File: src/logic/dsf_map.svh
// constants for the drive status flag block
`ifndef DSF_MAP_SVH
`define DSF_MAP_SVH

// ----------------------------------------------------------------
// speed thresholds (r/min, or mm/s for a linear motor)
// ----------------------------------------------------------------
`define DSF_ZS_LEVEL_RST     16'd50
`define DSF_ZS_HYST          16'd20
`define DSF_SPEED_W          16

// ----------------------------------------------------------------
// power-on settling window for the warning flags
// ----------------------------------------------------------------
`define DSF_CLK_HZ           10000000
`define DSF_SETTLE_MIN_MS    2500
`define DSF_SETTLE_MAX_MS    3500
`define DSF_SETTLE_MS        3000
`define DSF_SETTLE_CYC       ((`DSF_CLK_HZ / 1000) * `DSF_SETTLE_MS)

// ----------------------------------------------------------------
// control mode encodings
// ----------------------------------------------------------------
`define DSF_MODE_POS         2'h0
`define DSF_MODE_SPD         2'h1
`define DSF_MODE_TRQ         2'h2

`endif

File: src/logic/dsf_pkg.sv
// types shared by the drive status flag block
package dsf_pkg;

    typedef enum logic [1:0] {
        DSF_POS   = 2'b00,
        DSF_SPD   = 2'b01,
        DSF_TRQ   = 2'b10,
        DSF_RSVD  = 2'b11
    } dsf_mode_type;

    // drive state sampled by the flag logic
    typedef struct packed {
        logic servo_on;
        logic torque_at_limit;
        logic warning_active;
        logic battery_cable_warning;
        logic battery_low_warning;
        logic variable_gain;
        logic abs_pos_undetermined;
        logic ride_through_active;
        logic closed_loop_active;
    } dsf_state_type;

    // flags presented to the machine controller
    typedef struct packed {
        logic zero_speed_flag;
        logic torque_limit_flag;
        logic warning_flag;
        logic battery_warning_flag;
        logic gain_switch_flag;
        logic abs_pos_unknown_flag;
        logic ride_through_flag;
        logic closed_loop_flag;
    } dsf_flags_type;

endpackage

File: src/logic/dsf_zero_speed.sv
// zero-speed detector with fixed hysteresis in both directions
`timescale 1ns/1ns
`default_nettype none
`include "dsf_map.svh"

module dsf_zero_speed #(
    parameter int SPEED_W = `DSF_SPEED_W
) (
    // clock and reset
    input  wire logic                 clk,
    input  wire logic                 rst,
    // speed and threshold
    input  wire logic signed [SPEED_W-1:0] speed,
    input  wire logic [SPEED_W-1:0]   zs_level,
    // result
    output logic                      zero_speed
);

    // elaboration-time refusal of widths the magnitude logic cannot serve
    if (SPEED_W < 8 || SPEED_W > 31) begin : g_bad_width
        $error("dsf_zero_speed: SPEED_W out of range");
    end

    logic [SPEED_W:0] mag;
    logic [SPEED_W:0] on_lvl;
    logic [SPEED_W:0] off_lvl;
    logic             zs_r;

    // magnitude widened one bit so the most negative speed cannot overflow
    assign mag     = speed[SPEED_W-1] ? (SPEED_W+1)'(-{speed[SPEED_W-1], speed})
                                      : {1'b0, speed};
    assign on_lvl  = {1'b0, zs_level};
    assign off_lvl = on_lvl + (SPEED_W+1)'(`DSF_ZS_HYST);

    // magnitude compare covers forward and reverse alike
    always_ff @(posedge clk) begin
        if (rst) begin
            zs_r <= 1'b0;
        end else if (mag <= on_lvl) begin
            zs_r <= 1'b1;
        end else if (mag >= off_lvl) begin
            zs_r <= 1'b0;
        end
    end

    assign zero_speed = zs_r;

endmodule
`default_nettype wire

File: src/logic/dsf_settle_timer.sv
// power-on settling timer for the warning flags
`timescale 1ns/1ns
`default_nettype none
`include "dsf_map.svh"

module dsf_settle_timer #(
    parameter int SETTLE_CYC = `DSF_SETTLE_CYC
) (
    // clock and reset
    input  wire logic clk,
    input  wire logic rst,
    // high once settling is over
    output logic      settled
);

    // a zero-length window would leave the counter compare unreachable
    if (SETTLE_CYC < 1) begin : g_bad_settle
        $error("dsf_settle_timer: SETTLE_CYC must be at least 1");
    end

    localparam int CW = $clog2(SETTLE_CYC + 1);

    logic [CW-1:0] cnt_r;
    logic          settled_r;

    always_ff @(posedge clk) begin
        if (rst) begin
            cnt_r <= '0;
        end else if (!settled_r) begin
            cnt_r <= cnt_r + CW'(1);
        end
    end

    always_ff @(posedge clk) begin
        if (rst) begin
            settled_r <= 1'b0;
        end else if (cnt_r == CW'(SETTLE_CYC - 1)) begin
            settled_r <= 1'b1;
        end
    end

    assign settled = settled_r;

endmodule
`default_nettype wire

File: src/logic/dsf_status_flags.sv
// drive status flag generator: top module
`timescale 1ns/1ns
`default_nettype none
`include "dsf_map.svh"

// Summary of operation
// - zero-speed flag on when speed magnitude is at or below the level
// - zero-speed level comes from a configurable parameter input
// - forward direction: flag stays on until speed climbs back to 70
// - reverse direction: same on/off points mirrored, -50 and -70
// - fixed hysteresis of 20 between on and off levels
// - for a linear motor all units read as mm/s, logic unchanged
// - torque-limit flag on when torque reaches its limit
// - torque-limit flag forced off while servo is off
// - torque-limit flag not provided in torque control mode
// - warning flag on while any warning is present
// - warning flag held on after power-on, dropped within 2.5 to 3.5 s
// - battery flag on for battery cable or battery low warning
// - battery flag held on after power-on, dropped within 2.5 to 3.5 s
// - gain-switch flag on while variable gain is in effect
// - absolute-position flag on while position is undetermined
// - absolute-position flag not provided in speed or torque mode
// - ride-through flag on while enabled and ride-through active
// - closed-loop flag on while fully closed loop control is active
module dsf_status_flags
    import dsf_pkg::*;
#(
    parameter int SPEED_W    = `DSF_SPEED_W,
    parameter int SETTLE_CYC = `DSF_SETTLE_CYC
) (
    // clock and reset
    input  wire logic                      clk,
    input  wire logic                      rst,
    // motor speed, signed, same units as the level
    input  wire logic signed [SPEED_W-1:0] motor_speed,
    // configuration
    input  wire logic [SPEED_W-1:0]        zero_speed_level_param,
    input  wire logic                      ride_through_enable_param,
    input  wire dsf_pkg::dsf_mode_type     control_mode,
    // internal drive state
    input  wire dsf_pkg::dsf_state_type    drive_state,
    // status flags
    output dsf_pkg::dsf_flags_type         flags
);
    import dsf_pkg::*;

    // elaboration-time refusal of widths the detector cannot serve
    if (SPEED_W < 8 || SPEED_W > 31) begin : g_bad_width
        $error("dsf_status_flags: SPEED_W out of range");
    end

    // ----------------------------------------------------------------
    // zero speed
    // ----------------------------------------------------------------
    // units follow the motor type; nothing in here depends on them
    logic zs;

    dsf_zero_speed #(
        .SPEED_W (SPEED_W)
    ) u_zero_speed (
        .clk        (clk),
        .rst        (rst),
        .speed      (motor_speed),
        .zs_level   (zero_speed_level_param),
        .zero_speed (zs)
    );

    // ----------------------------------------------------------------
    // power-on settling
    // ----------------------------------------------------------------
    logic settled;

    dsf_settle_timer #(
        .SETTLE_CYC (SETTLE_CYC)
    ) u_settle (
        .clk     (clk),
        .rst     (rst),
        .settled (settled)
    );

    // ----------------------------------------------------------------
    // flag registers
    // ----------------------------------------------------------------
    // zero speed is one cycle behind the detector so the output is a flop
    dsf_flags_type flags_r;

    always_ff @(posedge clk) begin
        if (rst) begin
            flags_r.zero_speed_flag <= 1'b0;
        end else begin
            flags_r.zero_speed_flag <= zs;
        end
    end

    always_ff @(posedge clk) begin
        if (rst) begin
            flags_r.torque_limit_flag <= 1'b0;
        end else begin
            flags_r.torque_limit_flag <= drive_state.torque_at_limit
                                       & drive_state.servo_on
                                       & (control_mode != DSF_TRQ);
        end
    end

    // warning flags read on through reset and settling, as power-on demands
    always_ff @(posedge clk) begin
        if (rst) begin
            flags_r.warning_flag <= 1'b1;
        end else begin
            flags_r.warning_flag <= drive_state.warning_active | !settled;
        end
    end

    always_ff @(posedge clk) begin
        if (rst) begin
            flags_r.battery_warning_flag <= 1'b1;
        end else begin
            flags_r.battery_warning_flag <= drive_state.battery_cable_warning
                                          | drive_state.battery_low_warning
                                          | !settled;
        end
    end

    always_ff @(posedge clk) begin
        if (rst) begin
            flags_r.gain_switch_flag <= 1'b0;
        end else begin
            flags_r.gain_switch_flag <= drive_state.variable_gain;
        end
    end

    always_ff @(posedge clk) begin
        if (rst) begin
            flags_r.abs_pos_unknown_flag <= 1'b0;
        end else begin
            flags_r.abs_pos_unknown_flag <= drive_state.abs_pos_undetermined
                                          & (control_mode != DSF_SPD)
                                          & (control_mode != DSF_TRQ);
        end
    end

    always_ff @(posedge clk) begin
        if (rst) begin
            flags_r.ride_through_flag <= 1'b0;
        end else begin
            flags_r.ride_through_flag <= ride_through_enable_param
                                       & drive_state.ride_through_active;
        end
    end

    always_ff @(posedge clk) begin
        if (rst) begin
            flags_r.closed_loop_flag <= 1'b0;
        end else begin
            flags_r.closed_loop_flag <= drive_state.closed_loop_active;
        end
    end

    assign flags = flags_r;

endmodule
`default_nettype wire

File: config.mk
export PLATFORM = sky130hd
export DESIGN_NAME = dsf_status_flags
export DESIGN_NICKNAME = d
export VERILOG_FILES = /design/src/logic/dsf_pkg.sv /design/src/logic/dsf_zero_speed.sv /design/src/logic/dsf_settle_timer.sv /design/src/logic/dsf_status_flags.sv
export VERILOG_INCLUDE_DIRS = /design/src /design/src/logic
export SDC_FILE = /design/constraint.sdc
export NUM_CORES = 1
export LEC_CHECK = 0
export ABC_AREA = 1
export BUFFER_PORTS_ARGS = -buffer_cell sky130_fd_sc_hd__buf_2
export CAP_MARGIN = 10
export CORE_MARGIN = 2
export CORE_UTILIZATION = 29
export CTS_CLUSTER_SIZE = 8
export DETAILED_ROUTE_END_ITERATION = 6
export SETUP_SLACK_MARGIN = 0.5
export SYNTH_ARGS = -nofsm -noshare
export SYNTH_HDL_FRONTEND = slang
export SYNTH_SLANG_ARGS = --single-unit
File: constraint.sdc
create_clock -name clk -period 2.6 [get_ports clk]
set_clock_uncertainty 0.2 [all_clocks]
set_input_delay 0 -clock clk [delete_from_list [all_inputs] [get_ports clk]]
set_output_delay 0 -clock clk [all_outputs]
set_load 0.01 [all_outputs]
==> flow_summary.json <==
{
  "outcome": "complete, no violations",
  "syn2layout_area_growth_pct": 30.4,
  "drc": 0,
  "intPower_uw": 904,
  "p_leak_nw": 1.93,
  "core_um2": 10300,
  "synthesis.area_per_instance_um2": 6.47,
  "grt_overflow_total": 0,
  "fin_crit_sh_pct": 78.0,
  "initial_utilization_pct": 29.7,
  "grt_pass1_wl_um": 12600,
  "dieArea_um2": 11300,
  "root_buffer": "clkbuf_8",
  "nets": 627,
  "dr_total_vias": 3100,
  "path_delay_family": "simple AND/OR/NAND/NOR gates",
  "tns_ns": 0,
  "ios": 54,
  "synthCells": 471,
  "worst_slack_ns": 0.573,
  "crit_type": "primary input to flip-flop",
  "required_ns": 2.56,
  "worst_pin_slew_ns": 0.561,
  "synth_mux_area_share_pct": 0,
  "htree_levels": 2,
  "synth_top_family_by_area": "simple AND/OR/NAND/NOR gates",
  "synth_warnings": 0,
  "avgViaCountPerCell": 4.53,
  "mostFrequentLayoutCells": "100 x nand2_1, 77 x inv_1, 51 x buf_2",
  "comb_power_share_pct": 30.1,
  "grt_pass1_vias": 3020,
  "clk_latency_ns": 0.29,
  "total_power_mw": 1.33,
  "power.density_nw_per_um2": 336,
  "utilization_pct": 38.7,
  "wirelength_um": 7510,
  "synth.area.top_cells": "dfxtp_1 23%, ha_1 14%, nand2_1 13%, inv_1 10%, xor2_1 7.2%",
  "cts_buffers": 5,
  "synth_compound_area_share_pct": 8.37,
  "final_common_cell": "nand2_1",
  "drive_gt1_share_pct": 22.1,
  "synth_area_um2": 3050,
  "antenna_found_initial": 0,
  "vdd_drop_max_mv": 0.147,
  "relSlewSlack_pct": 62.5,
  "yosys_register_bits": 35,
  "crit_chain": "buf_6 -> inv_2 -> ha_4 -> nand2_2 -> nor2_1 -> nand3_1 -> nor2_2 -> nand3_2 -> nand2_4 -> nand2_1 -> nand2_1 -> nand2_2 -> ha_4 -> and3_4 -> nand2_4 -> nor2_4 -> nor2_1 -> a21oi_1 -> a21oi_1",
  "dieHeight_um": 107,
  "track_usage_pct": 13.4,
  "sw_frac_of_total_pct": 32.2,
  "gp_congestion": 0.865,
  "start_kind": "primary input",
  "slowest_stage": "ha_4",
  "end_kind": "flip-flop",
  "postRouteAntennaNets": 0,
  "clk_path_buf_depth": 2,
  "ys_seq_area_share_pct": 23.0,
  "p_sw_uw": 430,
  "drt_iter0_drc": 69,
  "synth-xor-area-share_pct": 7.76,
  "tritoncts": "yes",
  "n_fill_cell": 1119,
  "place_ws_ns": 0.0824,
  "synthAdderAreaFrac_pct": 14.0,
  "power_frac_clock_pct": 28.6,
  "min_path_type": "primary input to flip-flop",
  "drt-wirelength-per-cell_um": 11.0,
  "rsz0062_at_grt": "true",
  "synth.distinct_cells": 32,
  "die_x_um": 107,
  "synth_top_area_share_pct": 23.0,
  "setup_viol": 0,
  "crit_fanout": 5,
  "fin_crit_ns": 2.03,
  "rows": 37,
  "first_pass_iters": 4,
  "crit_buf_inv": 2,
  "cts.sinks": 35,
  "fmax_mhz": 493,
  "diodes": 0,
  "worst_ep_arrival_time_ns": 1.99,
  "maxSlewViolCount": 0,
  "hold_viol": 0,
  "port_buffers": 53,
  "slowest_delay_ns": 0.28,
  "maxCapViolCount": 0,
  "synthesis.nets": 551,
  "power_frac_seq_pct": 41.3,
  "hold_ws_ns": 0.210,
  "dp_hpwl_um": 5780,
  "yosys.area_share.simple_pct": 35.0,
  "grt_start_max_net_pins": 19,
  "yosysTopAreaCell": "dfxtp_1",
  "clkTransAtPathRegs_ns": 0.07
}
## logic make-up after synthesis
kind of cell	after synthesis
XOR/XNOR	27
adder cells (fa/ha/maj)	34
AO/OA/AOI/OAI	47
flip-flops	35
AND/OR/NAND/NOR	235
other	1
buffers and inverters	92
## final timing paths
check,startpoint,cells after the start,slack [ns],end
max,motor_speed[0],19,0.57,u_zero_speed.zero_speed
min reg2reg,u_settle.cnt_r[3],1,0.30,u_settle.cnt_r[3]
min,zero_speed_level_param[0],6,0.21,u_zero_speed.zero_speed
max reg2reg,u_settle.cnt_r[0],11,0.74,u_settle.cnt_r[24]
## through the flow
stage / std cells / area, um2
5_1_grt: 684 / 3980
3_3_place_gp: 653 / 3440
4_1_cts: 680 / 3750
2_1_floorplan: 471 / 3050
6_report: 684 / 3980
3_5_place_dp: 653 / 3440
## cell usage after synthesis
cell / instances
nor3_2: 5
nor2_2: 2
nand2_2: 3
buf_6: 2
nand2_1: 109
o21a_1: 2
and3_1: 1
inv_1: 81
nand3_4: 1
nand3b_1: 3
clkbuf_1: 5
nor3_1: 7
nor3b_1: 1
xor2_1: 25
or2_2: 1
xnor2_1: 2
o21ai_0: 14
o21bai_1: 1
dfxtp_1: 35
o21ai_1: 2
conb_1: 1
nor2_4: 3
o211ai_1: 2
nand4_1: 9
inv_2: 4
nand3_2: 1
a21oi_1: 23
a21o_1: 3
nand3_1: 27
nor2_1: 57
nor4_1: 5
ha_1: 34
## worst reg2reg max path, cell delays in order, from the launching register on
cell and delay (ns):
dfxtp_1 0.37, ha_1 0.19, nand2_1 0.08, inv_1 0.12, nand3_4 0.09, nor2_4 0.10, nand2_2 0.08, nor2_4 0.25
nand3_1 0.12, nand2_1 0.09, inv_1 0.04, nor2_1 0.09
## power groups by stage
| stage | clock, mW | sequential [mW] | combinational [mW] |
|---|---|---|---|
| after global routing | 0.419 | 0.552 | 0.464 |
| after CTS | 0.404 | 0.551 | 0.356 |
| final | 0.381 | 0.551 | 0.402 |
| after global placement | 0 | 0.563 | 0.317 |
| after detailed placement | 0 | 0.563 | 0.325 |
| after floorplan | 0 | 0.565 | 0.219 |
## repair_timing
item                                   CTS  global route
pin swaps                                5            21
resized for setup                       12            39
setup buffers                            0             4
endpoints found under the hold margin   18             0
hold buffers                            19             0
setup endpoints to repair                1             2
## per-layer routing
layer	up-vias	global-route usage (%)	wire length (um)
met5	-	0	0
met4	0	3.80	116
met1	1404	15.8	3390
met2	51	24.8	3760
met3	11	2.15	237
li1	1634	-	-
## cell type report
class                           instances  area [um2]  share of cell area (%)
Tap cell                              136         170                    4.28
Clock inverter                          3        15.0                   0.378
Inverter                               85         325                    8.18
Multi-Input combinational cell        344        2200                    55.3
Clock buffer                            5        68.8                    1.73
Sequential cell                        35         701                    17.6
Timing Repair Buffer                   76         498                    12.5
## registers in the layout (all words and copies together), names as in the netlist
| name | flops |
|---|---|
| u_settle.cnt_r | 25 |
| flags | 8 |
| u_settle.settled | 1 |
| u_zero_speed.zero_speed | 1 |
(Power assumes the default switching activity.)
